[config.mk]
export PLATFORM = sky130hd
export DESIGN_NAME = asfp_port
export DESIGN_NICKNAME = d
export VERILOG_FILES = /design/src/hdl/asfp_pkg.sv /design/src/hdl/asfp_sync.sv /design/src/hdl/asfp_port.sv
export VERILOG_INCLUDE_DIRS = /design/src /design/src/hdl
export SDC_FILE = /design/constraint.sdc
export NUM_CORES = 1
export LEC_CHECK = 0
export BUFFER_PORTS_ARGS = -buffer_cell sky130_fd_sc_hd__buf_4
export CAP_MARGIN = 30
export CORE_ASPECT_RATIO = 0.6
export CORE_MARGIN = 2
export CORE_UTILIZATION = 59
export CTS_BUF_LIST = sky130_fd_sc_hd__clkbuf_2
export CTS_CLUSTER_DIAMETER = 200
export DETAILED_ROUTE_END_ITERATION = 10
export PLACE_DENSITY_LB_ADDON = 0.05
export SYNTH_ARGS = -nofsm -noshare
export SYNTH_HDL_FRONTEND = slang
export SYNTH_SLANG_ARGS = --single-unit
export TNS_END_PERCENT = 100
[constraint.sdc]
create_clock -name clock -period 3.5 [get_ports clock]
set_input_delay 0.175 -clock clock [delete_from_list [all_inputs] [get_ports clock]]
set_output_delay 0.175 -clock clock [all_outputs]
set_load 0.05 [all_outputs]
[src/hdl/asfp_defs.svh]
`ifndef ASFP_DEFS_SVH
`define ASFP_DEFS_SVH

// ---------------------------------------------------------------
// port geometry
// ---------------------------------------------------------------
`define ASFP_DATA_W 8
`define ASFP_SEL_W 2
`define ASFP_NUM_FIFOS 4
`define ASFP_DEPTH 16
`define ASFP_PTR_W 4
`define ASFP_CNT_W 5
`define ASFP_FULL_CNT 5'h10

// ---------------------------------------------------------------
// reset values
// ---------------------------------------------------------------
`define ASFP_DATA_RST 8'h00
`define ASFP_FLAG_RST 1'b0

`endif

[src/hdl/asfp_pkg.sv]
package asfp_pkg;
    typedef logic [7:0] asfp_byte_t;
    typedef logic [1:0] asfp_sel_t;
    // strobe edge decoder states
    typedef enum logic [1:0] {
        ASFP_IDLE = 2'b00,
        ASFP_RD_ACTIVE = 2'b01,
        ASFP_WR_ACTIVE = 2'b10,
        ASFP_PKT_ACTIVE = 2'b11
    } asfp_state_t;
endpackage

[src/hdl/asfp_sync.sv]
`timescale 1ns/1ps
`include "asfp_defs.svh"
module asfp_sync
    import asfp_pkg::*;
#(
    parameter int W = 1
) (
    // clock and reset
    input wire logic clock,
    input wire logic resetn,
    // asynchronous in, synchronised out
    input wire logic [W-1:0] async_in,
    output logic [W-1:0] sync_out
);
    logic [W-1:0] meta_q;
    logic [W-1:0] meta_d;
    logic [W-1:0] sync_q;
    logic [W-1:0] sync_d;

    // first stage feeds only the second
    always_comb begin
        meta_d = async_in;
        sync_d = meta_q;
    end

    // reset to all ones: strobes are idle high
    always_ff @(posedge clock or negedge resetn) begin
        if (!resetn) begin
            meta_q <= '1;
            sync_q <= '1;
        end else begin
            meta_q <= meta_d;
            sync_q <= sync_d;
        end
    end

    assign sync_out = sync_q;
endmodule

[src/hdl/asfp_port.sv]
`timescale 1ns/1ps
`include "asfp_defs.svh"
// Behaviour
// - output enable alone shows leftover word
// - read needs chip select and read strobe
// - read strobe shows current fifo word
// - burst read presents word, then advances pointer
// - write release captures data, post-increments pointer
// - flags update after each write release
// - packet commit releases short packet
module asfp_port
    import asfp_pkg::*;
(
    // clock and reset
    input wire logic clock,
    input wire logic resetn,
    // master strobes, active low, and fifo select, all asynchronous
    input wire logic port_chip_select_n,
    input wire logic bus_output_enable_n,
    input wire logic read_strobe_n,
    input wire logic write_strobe_n,
    input wire logic packet_commit_strobe_n,
    input wire logic [1:0] fifo_select,
    // data bus as three signals
    input wire logic [7:0] data_in,
    output logic [7:0] data_out,
    output logic data_oe,
    // flags for the selected fifo
    output logic fifo_empty,
    output logic fifo_full,
    // committed packet towards usb side
    output logic commit_pulse,
    output logic [1:0] commit_fifo,
    output logic [4:0] commit_count
);
    // ---------------------------------------------------------------
    // synchronisers
    // ---------------------------------------------------------------
    logic [14:0] raw_in;
    logic [14:0] syn;
    logic cs_n_s, oe_n_s, rd_n_s, wr_n_s, pk_n_s;
    logic [1:0] sel_s;
    logic [7:0] din_s;

    assign raw_in = {port_chip_select_n, bus_output_enable_n, read_strobe_n, write_strobe_n,
                     packet_commit_strobe_n, fifo_select, data_in};
    // every pin passes two flops before use
    asfp_sync #(.W(15)) u_sync (
        .clock(clock),
        .resetn(resetn),
        .async_in(raw_in),
        .sync_out(syn)
    );
    assign {cs_n_s, oe_n_s, rd_n_s, wr_n_s, pk_n_s, sel_s, din_s} = syn;

    // ---------------------------------------------------------------
    // state
    // ---------------------------------------------------------------
    logic [7:0] mem_q [0:63];
    logic [7:0] mem_d [0:63];
    logic [3:0] rptr_q [0:3];
    logic [3:0] rptr_d [0:3];
    logic [3:0] wptr_q [0:3];
    logic [3:0] wptr_d [0:3];
    logic [4:0] cnt_q [0:3];
    logic [4:0] cnt_d [0:3];
    logic [4:0] pend_q [0:3];
    logic [4:0] pend_d [0:3];
    asfp_state_t state_q, state_d;
    logic [1:0] sel_q, sel_d;
    logic [7:0] dout_q, dout_d;
    logic oe_q, oe_d;
    logic empty_q, empty_d, full_q, full_d;
    logic cpulse_q, cpulse_d;
    logic [1:0] cfifo_q, cfifo_d;
    logic [4:0] ccount_q, ccount_d;

    // flat memory index from fifo and pointer
    function automatic logic [5:0] mem_idx(input logic [1:0] f, input logic [3:0] p);
        mem_idx = {f, p};
    endfunction

    // ---------------------------------------------------------------
    // next state
    // ---------------------------------------------------------------
    always_comb begin
        mem_d = mem_q;
        rptr_d = rptr_q;
        wptr_d = wptr_q;
        cnt_d = cnt_q;
        pend_d = pend_q;
        state_d = state_q;
        sel_d = sel_q;
        dout_d = dout_q;
        cpulse_d = 1'b0;
        cfifo_d = cfifo_q;
        ccount_d = ccount_q;
        // bus driven whenever output enable is low
        oe_d = !oe_n_s;
        case (state_q)
            ASFP_IDLE: begin
                sel_d = sel_s;
                if (!cs_n_s && !rd_n_s) begin
                    state_d = ASFP_RD_ACTIVE;
                    // present current word; leftover dout_q shown until now
                    if (cnt_q[sel_s] != 5'h00) begin
                        dout_d = mem_q[mem_idx(sel_s, rptr_q[sel_s])];
                    end
                end else if (!cs_n_s && !wr_n_s) begin
                    state_d = ASFP_WR_ACTIVE;
                end else if (!cs_n_s && !pk_n_s) begin
                    state_d = ASFP_PKT_ACTIVE;
                end
            end
            ASFP_RD_ACTIVE: begin
                if (rd_n_s || cs_n_s) begin
                    state_d = ASFP_IDLE;
                    // pointer advances only after the word was shown
                    if (cnt_q[sel_q] != 5'h00) begin
                        rptr_d[sel_q] = rptr_q[sel_q] + 4'h1;
                        cnt_d[sel_q] = cnt_q[sel_q] - 5'h01;
                    end
                end
            end
            ASFP_WR_ACTIVE: begin
                if (wr_n_s) begin
                    state_d = ASFP_IDLE;
                    // write on release edge, full fifo drops the byte
                    if (cnt_q[sel_q] != `ASFP_FULL_CNT) begin
                        mem_d[mem_idx(sel_q, wptr_q[sel_q])] = din_s;
                        wptr_d[sel_q] = wptr_q[sel_q] + 4'h1;
                        cnt_d[sel_q] = cnt_q[sel_q] + 5'h01;
                        pend_d[sel_q] = pend_q[sel_q] + 5'h01;
                    end
                end
            end
            ASFP_PKT_ACTIVE: begin
                if (pk_n_s) begin
                    state_d = ASFP_IDLE;
                    // short packets commit too, even empty ones
                    cpulse_d = 1'b1;
                    cfifo_d = sel_q;
                    ccount_d = pend_q[sel_q];
                    pend_d[sel_q] = 5'h00;
                end
            end
            default: state_d = ASFP_IDLE;
        endcase
        // flags follow the selected fifo's new fill level
        empty_d = (cnt_d[sel_s] == 5'h00);
        full_d = (cnt_d[sel_s] == `ASFP_FULL_CNT);
    end

    // ---------------------------------------------------------------
    // registers
    // ---------------------------------------------------------------
    always_ff @(posedge clock or negedge resetn) begin
        if (!resetn) begin
            for (int i = 0; i < 64; i++) begin
                mem_q[i] <= `ASFP_DATA_RST;
            end
            for (int f = 0; f < 4; f++) begin
                rptr_q[f] <= 4'h0;
                wptr_q[f] <= 4'h0;
                cnt_q[f] <= 5'h00;
                pend_q[f] <= 5'h00;
            end
            state_q <= ASFP_IDLE;
            sel_q <= 2'h0;
            dout_q <= `ASFP_DATA_RST;
            oe_q <= 1'b0;
            empty_q <= 1'b1;
            full_q <= `ASFP_FLAG_RST;
            cpulse_q <= 1'b0;
            cfifo_q <= 2'h0;
            ccount_q <= 5'h00;
        end else begin
            mem_q <= mem_d;
            rptr_q <= rptr_d;
            wptr_q <= wptr_d;
            cnt_q <= cnt_d;
            pend_q <= pend_d;
            state_q <= state_d;
            sel_q <= sel_d;
            dout_q <= dout_d;
            oe_q <= oe_d;
            empty_q <= empty_d;
            full_q <= full_d;
            cpulse_q <= cpulse_d;
            cfifo_q <= cfifo_d;
            ccount_q <= ccount_d;
        end
    end

    // outputs straight from flops
    assign data_out = dout_q;
    assign data_oe = oe_q;
    assign fifo_empty = empty_q;
    assign fifo_full = full_q;
    assign commit_pulse = cpulse_q;
    assign commit_fifo = cfifo_q;
    assign commit_count = ccount_q;
endmodule

==> results of run 1 <==
==> cell families (layout without fill, tap and decap cells) <==
kind of cell	Yosys count	after routing	share of synthesized area
buffers and inverters	163	546	0.0228
AND/OR/NAND/NOR	232	232	0.0363
flip-flops	637	637	0.545
XOR/XNOR	10	10	0.00299
multiplexers	712	712	0.332
other	0	1	0
adder cells (fa/ha/maj)	11	11	0.00469
AO/OA/AOI/OAI	227	227	0.0567
==> stage by stage <==
stage,util,TNS [ps],hold slack (ps),cell area [µm²]
floorplan,-,0,-121,29300
global placement,0.637,-1000,226,31400
detailed placement,0.638,-2940,243,31400
CTS,0.676,-23.3,115,33300
global route,0.686,-335,127,33800
finish,0.686,-54.7,243,33800
==> power by group <==
group | switching (µW) | internal [µW] | total, µW
Clock | 2930 | 2350 | 5280
Sequential | 674 | 8430 | 9110
Combinational | 4880 | 3760 | 8640
==> sequential cells by signal, indices dropped and copies added (netlist names), 2 cells and up <==
register,flops
u_sync.sync_out,15
data_out,8
pend_q,20
commit_fifo,2
state_q,2
wptr_q,16
rptr_q,16
commit_count,5
sel_q,2
cnt_q,20
u_sync.meta_q,15
mem_q,512
==> final timing paths <==
path,start,end,depth (start not counted)
worst max-delay path,sel_q[0]$_DFFE_PN0P_,fifo_full$_DFF_PN0_,13
worst min-delay path,data_in[7],u_sync.meta_q[7]$_DFF_PN1_,3
worst max register to register,sel_q[0]$_DFFE_PN0P_,fifo_full$_DFF_PN0_,13
worst min register to register,u_sync.meta_q[11]$_DFF_PN1_,u_sync.sync_out[11]$_DFF_PN1_,0
max in group asynchronous,resetn,mem_q[252]$_DFFE_PN0P_,5
min in group asynchronous,resetn,rptr_q[0]$_DFFE_PN0P_,4
==> placed cells by master (no fill, tap or decap), types with 8 or more instances in the layout <==
cell / netlist / final
dlygate4sd3_1: 0 / 32
a21boi_0: 24 / 17
bufinv_16: 0 / 9
a22oi_2: 0 / 19
clkbuf_2: 0 / 227
o21ai_0: 29 / 29
mux2_2: 551 / 551
clkinv_1: 1 / 18
nor2_1: 42 / 33
mux4_2: 153 / 151
nor2_2: 8 / 12
nand2_1: 123 / 121
ha_1: 11 / 11
nand2b_1: 8 / 8
buf_12: 0 / 22
o211ai_1: 10 / 10
a21oi_1: 27 / 27
dfstp_2: 31 / 31
dfrtp_1: 606 / 605
a22oi_1: 66 / 47
xnor2_1: 8 / 8
a22o_1: 8 / 8
inv_1: 27 / 26
nand3_1: 11 / 11
buf_4: 1 / 201
==> per-layer routing <==
metal,up-vias,GRT usage,routed length (µm)
li1,8117,-,-
met1,10100,0.477,36700
met5,-,0,0
met2,797,0.421,33000
met3,114,0.116,7940
met4,0,0.0827,1460
==> worst max-delay path, delay by kind of cell (launching register included) <==
| family | cells | cell delay [ps] |
|---|---|---|
| mux | 1 | 370 |
| fa+ha+maj | 1 | 210 |
| flops | 1 | 460 |
| buf+inv | 3 | 500 |
| compound gates | 6 | 1650 |
| simple gates | 2 | 290 |
==> final cells by class <==
class / instances / area (µm²) / share of cell area
clock inverter: 28 / 347 / 0.0103
clock buffer: 227 / 1140 / 0.0336
inverter: 28 / 105 / 0.00311
timing repair buffer: 263 / 2420 / 0.0715
antenna: 1 / 2.50 / 0.0000740
tap: 650 / 813 / 0.0241
sequential: 637 / 16000 / 0.473
multi-input combinational: 1192 / 13000 / 0.385
==> repair_timing <==
| item | in CTS | in global routing |
|---|---|---|
| pin swaps | 0 | 15 |
| resized for setup | 16 | 53 |
| cloned | 0 | 2 |
| hold endpoints to repair | 650 | 0 |
| hold buffers | 33 | 0 |
| buffers inserted | 0 | 18 |
| endpoints found under the setup margin | 48 | 181 |
==> results.sh, run 1 <==
export IMPL_synth_yosys_warnings=0
export IMPL_ir_worst_vdd_mv=0.441
export IMPL_row_count=63
export IMPL_power_density_mw_per_mm2=681
export IMPL_yosysTopAreaCell="dfrtp_1"
export IMPL_core_area_mm2=0.0493
export IMPL_critical_path_endpoint_type="register"
export IMPL_path_class="reg -> reg"
export IMPL_reg2reg_slack_ps=-40
export IMPL_final_instance_count_excl_fill=3026
export IMPL_syn_nets=2020
export IMPL_clkTransAtPathRegs_ps=120
export IMPL_dieArea_mm2=0.0516
export IMPL_fillers=3485
export IMPL_antenna_found_initial=1
export IMPL_p_leak_uw=0.0162
export IMPL_chipWidth_um=292
export IMPL_numCtsBuffers=144
export IMPL_synth_edf_count=0
export IMPL_setup_viol=3
export IMPL_dp_cells=2715
export IMPL_grt_first_pass_wirelength_mm=120
export IMPL_synth_seq_cells=637
export IMPL_crit_chain="mux4_2 -> inv_1 -> ha_1 -> nand2_1 -> o22a_1 -> buf_4 -> a311oi_1 -> a2111oi_2 -> buf_4 -> o21ai_0 -> o41ai_2 -> o32ai_2 -> nor2b_1"
export IMPL_critPathLaunchType="register"
export IMPL_grt_max_degree=80
export IMPL_synth_area_per_cell_um2=14.7
export IMPL_dp_slack_ps=-204
export IMPL_worstPathMaxFanout=8
export IMPL_fin_skew_ps=118
export IMPL_worst_pin_slew_ps=948
export IMPL_grt_overflow_total=0
export IMPL_fin_crit_sh=1.01
export IMPL_io_buffers=35
export IMPL_slowest_delay_ps=490
export IMPL_drt_iter0_drc=1570
export IMPL_vias=19100
export IMPL_gr_usage_all_layers=0.313
export IMPL_total_power_uw=23000
export IMPL_cp_arrival_ps=4580
export IMPL_root_buffer="clkbuf_2"
export IMPL_synth_most_common_cell="dfrtp_1"
export IMPL_relSlewSlack=0.368
export IMPL_max_freq_mhz=283
export IMPL_ios=36
export IMPL_cts_sinks=637
export IMPL_drc=0
export IMPL_status="complete, but fails checks"
export IMPL_setup_ws_ps=-36.0
export IMPL_avgRoutedWirePerCell_um=26.1
export IMPL_slowest_stage="a2111oi_2"
export IMPL_ys_seq_area_frac=0.545
export IMPL_hold_viol_final=0
export IMPL_clock_path_buffers=3
export IMPL_cap_violations=0
export IMPL_yosys_top_cells_count="dfrtp_1, mux2_2, mux4_2"
export IMPL_wl_mm=79.1
export IMPL_cp_common_cell="buf_4"
export IMPL_yosysTopAreaCellShare=0.517
export IMPL_grt_pass1_vias=19700
export IMPL_htreeDepth=4
export IMPL_required_ps=4540
export IMPL_ant_nets=0
export IMPL_syn_instance_count=1992
export IMPL_fp_dieH_um=177
export IMPL_ys_flop_type="dfrtp_1"
export IMPL_initial_core_util=0.595
export IMPL_dr_pass1_iters=5
export IMPL_drive_gt1_frac=0.539
export IMPL_synth_area_mm2=0.0293
export IMPL_synth_cell_type_count=68
export IMPL_drv_slew=0
export IMPL_gp_congestion=1.01
export IMPL_rsz0062_at_grt="yes"
export IMPL_place_hpwl_mm=52.7
export IMPL_synthArstFlopShare=1.00
export IMPL_syn_to_final_growth_pct=15.2
export IMPL_synth_top_cells_by_area="dfrtp_1, mux2_2, mux4_2"
export IMPL_finalCriticalPeriod_ps=3540
export IMPL_hp_class="in -> reg"
export IMPL_violations="setup timing"
export IMPL_cts_tree="built"
export IMPL_final_nets=2294
export IMPL_viasPerCell=6.32
export IMPL_clk_latency_ps=1150
Note: power is estimated with default switching activity, not from simulation.
==> run 2: changes to the inputs <==
--- a/config.mk
+++ b/config.mk
@@ -15,6 +15,7 @@
 export CTS_CLUSTER_DIAMETER = 200
 export DETAILED_ROUTE_END_ITERATION = 10
 export PLACE_DENSITY_LB_ADDON = 0.05
+export SKIP_CTS_REPAIR_TIMING = 1
 export SYNTH_ARGS = -nofsm -noshare
 export SYNTH_HDL_FRONTEND = slang
 export SYNTH_SLANG_ARGS = --single-unit
==> run 2 against run 1 <==
The flow now finishes without violations. Sequential share of layout area is 0.061 points lower. Sequential cell count stayed put. Final area is 0.13% higher. Non-clock buffer count is 8 higher. Via count hardly changed. Global-route usage is 0.27 points lower.
==> results.sh, run 2 (same netlist as run 1, synthesis figures left out) <==
export IMPL_crit_chain="mux4_2 -> inv_1 -> ha_1 -> nand2_1 -> o22a_1 -> buf_4 -> a311oi_1 -> a2111oi_2 -> buf_4 -> o21ai_0 -> o41ai_2 -> o32ai_2 -> nor2b_1"
export IMPL_root_buffer="clkbuf_2"
export IMPL_dr_pass1_iters=5
export IMPL_drt_iter0_drc=1684
export IMPL_hold_viol_final=0
export IMPL_cp_common_cell="buf_4"
export IMPL_syn_to_final_growth_pct=15.4
export IMPL_cpLargestDelayFamily="compound AO/OA/AOI/OAI gates"
export IMPL_grt_pass1_vias=19500
export IMPL_clockPowerShare=0.229
export IMPL_pwr_share_seq=0.396
export IMPL_cts_tree="built"
export IMPL_slowest_delay_ps=490
export IMPL_hold_worst_slack_ps=251
export IMPL_final_nets=2302
export IMPL_chipWidth_um=292
export IMPL_vias=19100
export IMPL_p_sw_uw=8470
export IMPL_relSlewSlack=0.363
export IMPL_clkTransAtPathRegs_ps=120
export IMPL_core_area_mm2=0.0493
export IMPL_wl_mm=79.1
export IMPL_top_regs="mem_q x512, cnt_q x20, pend_q x20"
export IMPL_cap_violations=0
export IMPL_setup_ws_ps=6.70
export IMPL_worstPathMaxFanout=8
export IMPL_dieArea_mm2=0.0516
export IMPL_critical_path_endpoint_type="register"
export IMPL_p_int_uw=14600
export IMPL_fp_dieH_um=177
export IMPL_io_buffers=35
export IMPL_utilization=0.687
export IMPL_fin_skew_ps=117
export IMPL_critPathLaunchType="register"
export IMPL_gr_usage_all_layers=0.310
export IMPL_cp_num_buf_inv=3
export IMPL_switching_share=0.368
export IMPL_ir_worst_vdd_mv=0.438
export IMPL_finalCriticalPeriod_ps=3490
export IMPL_setup_viol=0
export IMPL_clock_path_buffers=3
export IMPL_dp_cells=2715
export IMPL_worst_r2r_cell_count=13
export IMPL_power_density_mw_per_mm2=680
export IMPL_layout_commonest_cell="dfrtp_1"
export IMPL_final_instance_count_excl_fill=3034
export IMPL_drc=0
export IMPL_total_power_uw=23000
export IMPL_htreeDepth=4
export IMPL_max_freq_mhz=286
export IMPL_antenna_found_initial=1
export IMPL_worst_pin_slew_ps=955
export IMPL_p_leak_uw=0.0162
export IMPL_fin_crit_sh=0.998
export IMPL_numCtsBuffers=144
export IMPL_final_cell_mix="dfrtp_1, mux2_2, clkbuf_2"
export IMPL_drive_gt1_frac=0.539
export IMPL_initial_core_util=0.595
export IMPL_dp_slack_ps=-204
export IMPL_top_register="mem_q"
export IMPL_status="finished clean"
export IMPL_grt_max_degree=84
export IMPL_grt_overflow_total=0
export IMPL_hold_depth=3
export IMPL_path_depth=13
export IMPL_grt_first_pass_wirelength_mm=119
export IMPL_cp_arrival_ps=4530
export IMPL_row_count=63
export IMPL_place_hpwl_mm=52.7
export IMPL_gp_congestion=1.01
export IMPL_slowest_stage="a2111oi_2"
export IMPL_path_class="reg -> reg"
export IMPL_cts_sinks=637
export IMPL_required_ps=4530
export IMPL_ios=36
export IMPL_largest_reg_flops=512
export IMPL_combPwrFrac=0.375
export IMPL_hp_class="in -> reg"
export IMPL_viasPerCell=6.30
export IMPL_ant_nets=0
export IMPL_avgRoutedWirePerCell_um=26.1
export IMPL_clk_latency_ps=1140
export IMPL_drv_slew=0
## run 2: path summary, 6_finish.rpt
path | startpoint | to | slack, ps
worst max-delay path | sel_q[0]$_DFFE_PN0P_ | fifo_full$_DFF_PN0_ | 7
worst min-delay path | packet_commit_strobe_n | u_sync.meta_q[10]$_DFF_PN1_ | 250
worst max register to register | sel_q[0]$_DFFE_PN0P_ | fifo_full$_DFF_PN0_ | 7
worst min register to register | u_sync.meta_q[11]$_DFF_PN1_ | u_sync.sync_out[11]$_DFF_PN1_ | 340
max in group asynchronous | resetn | mem_q[266]$_DFFE_PN0P_ | 2450
min in group asynchronous | resetn | u_sync.sync_out[5]$_DFF_PN1_ | 340
## run 2: cell type report
type,instances,area [µm²]
flip-flops and latches,637,16000
fillers,3488,15400
multi-input cells,1192,13000
repair buffers,271,2460
clock buffers,227,1140
well taps,650,813
clock inverters,28,347
inverters,28,105
diodes,1,2.50
## run 2: power groups by stage
stage,registers (µW),logic [µW],clock network (µW)
finish,9110,8650,5270
global route,9240,9150,5800
CTS,9100,7840,5400
detailed placement,9240,7810,0
global placement,9200,7750,0
floorplan,9200,4970,0
## run 2: tightest hold or removal path, stage by stage
cell and delay (ps):
dlygate4sd3_1 550, buf_4 110, dlygate4sd3_1 530
## run 2: per-stage QoR
stage,area (µm²),TNS [ps]
4_1_cts,32900,-4040
6_report,33800,0
5_1_grt,33800,-501
2_1_floorplan,29300,0
3_3_place_gp,31400,-1000
3_5_place_dp,31400,-2940
## run 2: per-layer routing
layer / wire length (µm) / part of all wire / vias to the layer above / track usage
met5: 0 / 0 / - / 0
met4: 1400 / 0.018 / 0 / 0.0833
met3: 8130 / 0.10 / 111 / 0.116
met2: 32900 / 0.42 / 792 / 0.414
met1: 36700 / 0.46 / 10100 / 0.475
li1: - / - / 8126 / -
==> run 3: changes to the inputs <==
--- a/config.mk
+++ b/config.mk
@@ -14,9 +14,11 @@
 export CTS_BUF_LIST = sky130_fd_sc_hd__clkbuf_2
 export CTS_CLUSTER_DIAMETER = 200
 export DETAILED_ROUTE_END_ITERATION = 10
+export GPL_ROUTABILITY_DRIVEN = 0
 export PLACE_DENSITY_LB_ADDON = 0.05
 export SKIP_CTS_REPAIR_TIMING = 1
 export SYNTH_ARGS = -nofsm -noshare
 export SYNTH_HDL_FRONTEND = slang
+export SYNTH_HIERARCHICAL = 1
 export SYNTH_SLANG_ARGS = --single-unit
 export TNS_END_PERCENT = 100
==> run 3 against run 2 <==
The flow now finishes with violations (setup timing). Maximum frequency is 0.45% lower. Hold slack worse by 29 ps. Sequential share of layout area is 0.44 points higher. Cell count is 2.4% lower. Register-to-register slack worse by 20 ps. Count of clock-buffer cells in the layout is 21 lower. Sequential cell count stayed put. Largest cell class unchanged. Critical endpoint is now fifo_empty$_DFF_PN1_. Combinational power is 9.0% lower. Utilization is 0.74 points lower. Clock power is 8.2% lower.
==> results.sh, run 3 <==
export IMPL_fin_crit_sh=1.00
export IMPL_hp_class="in -> reg"
export IMPL_rsz0062_at_grt="yes"
export IMPL_synthArstFlopShare=1.00
export IMPL_holdCritStartpoint="fifo_select[1]"
export IMPL_wl_mm=75.7
export IMPL_place_hpwl_mm=50.1
export IMPL_utilization=0.680
export IMPL_reg2reg_slack_ps=-9
export IMPL_path_class="reg -> reg"
export IMPL_total_power_uw=21900
export IMPL_critPathLaunchType="register"
export IMPL_cts_sinks=637
export IMPL_yosysTopAreaCellShare=0.514
export IMPL_required_ps=4500
export IMPL_placed_area_mm2=0.0317
export IMPL_synth_area_mm2=0.0295
export IMPL_slowest_stage="mux4_2"
export IMPL_io_buffers=35
export IMPL_finalCriticalPeriod_ps=3510
export IMPL_largest_reg_flops=512
export IMPL_clkTransAtPathRegs_ps=130
export IMPL_layout_commonest_cell="dfrtp_1"
export IMPL_drive_gt1_frac=0.530
export IMPL_initial_core_util=0.598
export IMPL_synth_yosys_warnings=6
export IMPL_grt_pass1_vias=19000
export IMPL_grt_overflow_total=0
export IMPL_violations="setup timing"
export IMPL_dr_pass1_iters=7
export IMPL_p_leak_uw=0.0161
export IMPL_worst_r2r_cell_count=12
export IMPL_final_area_mm2=0.0335
export IMPL_syn_instance_count=1937
export IMPL_synth_seq_cells=637
export IMPL_setup_ws_ps=-9.17
export IMPL_grt_first_pass_wirelength_mm=116
export IMPL_synth_edf_count=0
export IMPL_row_count=63
export IMPL_chipWidth_um=293
export IMPL_cap_violations=0
export IMPL_fillers=3542
export IMPL_cp_arrival_ps=4510
export IMPL_ant_nets=0
export IMPL_hold_depth=3
export IMPL_worst_pin_slew_ps=1030
export IMPL_dieArea_mm2=0.0518
export IMPL_numCtsBuffers=148
export IMPL_crit_chain="mux4_2 -> inv_2 -> ha_4 -> nand2b_1 -> o22a_4 -> o31ai_4 -> buf_4 -> nor4_1 -> a221oi_2 -> inv_1 -> mux4_2 -> a211oi_2"
export IMPL_cts_tree="built"
export IMPL_clk_latency_ps=1130
export IMPL_ys_seq_area_frac=0.542
export IMPL_final_nets=2242
export IMPL_synth_most_common_cell="dfrtp_1"
export IMPL_ys_flop_type="dfrtp_1"
export IMPL_yosysTopAreaCell="dfrtp_1"
export IMPL_avgRoutedWirePerCell_um=25.6
export IMPL_setup_tns_ps=-9.17
export IMPL_relSlewSlack=0.312
export IMPL_slowest_delay_ps=490
export IMPL_fp_dieH_um=177
export IMPL_top_register="mem_q"
export IMPL_yosys_top_cells_count="dfrtp_1, mux2_2, mux4_2"
export IMPL_htreeDepth=4
export IMPL_syn_nets=1964
export IMPL_drv_slew=0
export IMPL_drt_iter0_drc=1569
export IMPL_status="complete, but fails checks"
export IMPL_worstPathMaxFanout=4
export IMPL_syn_to_final_growth_pct=13.7
export IMPL_r2r_end="fifo_empty$_DFF_PN1_"
export IMPL_core_area_mm2=0.0493
export IMPL_antenna_found_initial=3
export IMPL_max_freq_mhz=285
export IMPL_viasPerCell=6.24
export IMPL_ir_worst_vdd_mv=0.389
export IMPL_clock_path_buffers=3
export IMPL_synth_area_per_cell_um2=15.2
export IMPL_power_density_mw_per_mm2=652
export IMPL_setup_viol=1
export IMPL_hold_viol_final=0
export IMPL_synth_cell_type_count=71
export IMPL_drc=0
export IMPL_final_cell_mix="dfrtp_1, mux2_2, clkbuf_2"
export IMPL_grt_max_degree=104
export IMPL_ios=36
export IMPL_synth_top_cells_by_area="dfrtp_1, mux2_2, mux4_2"
export IMPL_cp_common_cell="mux4_2"
export IMPL_top_regs="mem_q x512, cnt_q x20, pend_q x20"
export IMPL_r2r_start="cnt_q[10]$_DFF_PN0_"
export IMPL_vias=18500
export IMPL_hold_end="u_sync/meta_q[9]$_DFF_PN1_"
export IMPL_critical_path_endpoint_type="register"
export IMPL_root_buffer="clkbuf_2"
export IMPL_gr_usage_all_layers=0.300
export IMPL_fin_skew_ps=57.1
run 3: cell types whose count changed after synthesis, moves of 8 or more:
cell      before  now
inv_1         27   18
mux4_2       153  166
a21oi_1       27    7
nor3_1         1   12
a21boi_0      24    0
o21ai_0       29   21
a22oi_1       66    4
clkbuf_1      87   69
mux2_2       551  542
nor2_2         8    0
and2_1         7   24
mux2i_1        4   68
run 3: cell families after synthesis:
logic type	count (synthesis)	synth area share
AOI/OAI and AO/OA	113	0.0319
muxes	782	0.360
buffers and inverters	143	0.0206
xor gates and xnor gates	14	0.00416
and+or+nand+nor	238	0.0369
adders and majority gates	10	0.00424
DFF	637	0.542
run 3: where the power goes:
part	switching, µW	leakage (µW)	internal (µW)	total, µW
Combinational	4240	0.00644	3620	7870
Sequential	695	0.00866	8480	9170
Clock	2910	0.000990	1920	4840
run 3: cell type report:
type | instances | area [µm²] | share of cell area
Antenna cell | 2 | 5.00 | 0.000149
Clock buffer | 206 | 1030 | 0.0307
Clock inverter | 37 | 270 | 0.00806
Inverter | 20 | 75.1 | 0.00224
Multi-Input combinational cell | 1157 | 13100 | 0.389
Sequential cell | 637 | 16000 | 0.477
Tap cell | 650 | 813 | 0.0243
Timing Repair Buffer | 251 | 2300 | 0.0686
run 3: worst max path at each step:
stage                    startpoint               endpoint  cells past startpoint
6_report        cnt_q[10]$_DFF_PN0_   fifo_empty$_DFF_PN1_                     12
5_1_grt        sel_q[0]$_DFFE_PN0P_   fifo_empty$_DFF_PN1_                     12
2_1_floorplan  sel_q[0]$_DFFE_PN0P_   fifo_empty$_DFF_PN1_                     13
3_5_place_dp   sel_q[0]$_DFFE_PN0P_    fifo_full$_DFF_PN0_                     13
4_1_cts        sel_q[0]$_DFFE_PN0P_   fifo_empty$_DFF_PN1_                     13
3_3_place_gp   sel_q[0]$_DFFE_PN0P_  mem_q[76]$_DFFE_PN0P_                     13
run 3: per-stage QoR:
step | cells | worst slack (ps) | hold slack (ps)
global route | 2960 | -77.0 | 133
finish | 2960 | -9.17 | 222
CTS | 2922 | -166 | -993
detailed placement | 2679 | -139 | 285
floorplan | 1937 | 82.1 | -121
global placement | 2678 | -37.8 | 283
run 3: routing by layer:
layer	routed length, µm	GRT usage	vias up	share of wire
li1	-	-	7870	-
met1	35500	0.467	9704	0.47
met2	31800	0.408	742	0.42
met3	6880	0.0934	168	0.091
met4	1510	0.0748	0	0.020
met5	0	0.00281	-	0
run 3: worst max-delay path: cells and delay by family, from the launching register on:
family,cells,cell delay [ps]
and+or+nand+nor,2,200
buffers and inverters,3,410
DFF,1,460
adders and majority gates,1,170
AOI/OAI and AO/OA,4,1180
muxes,2,970
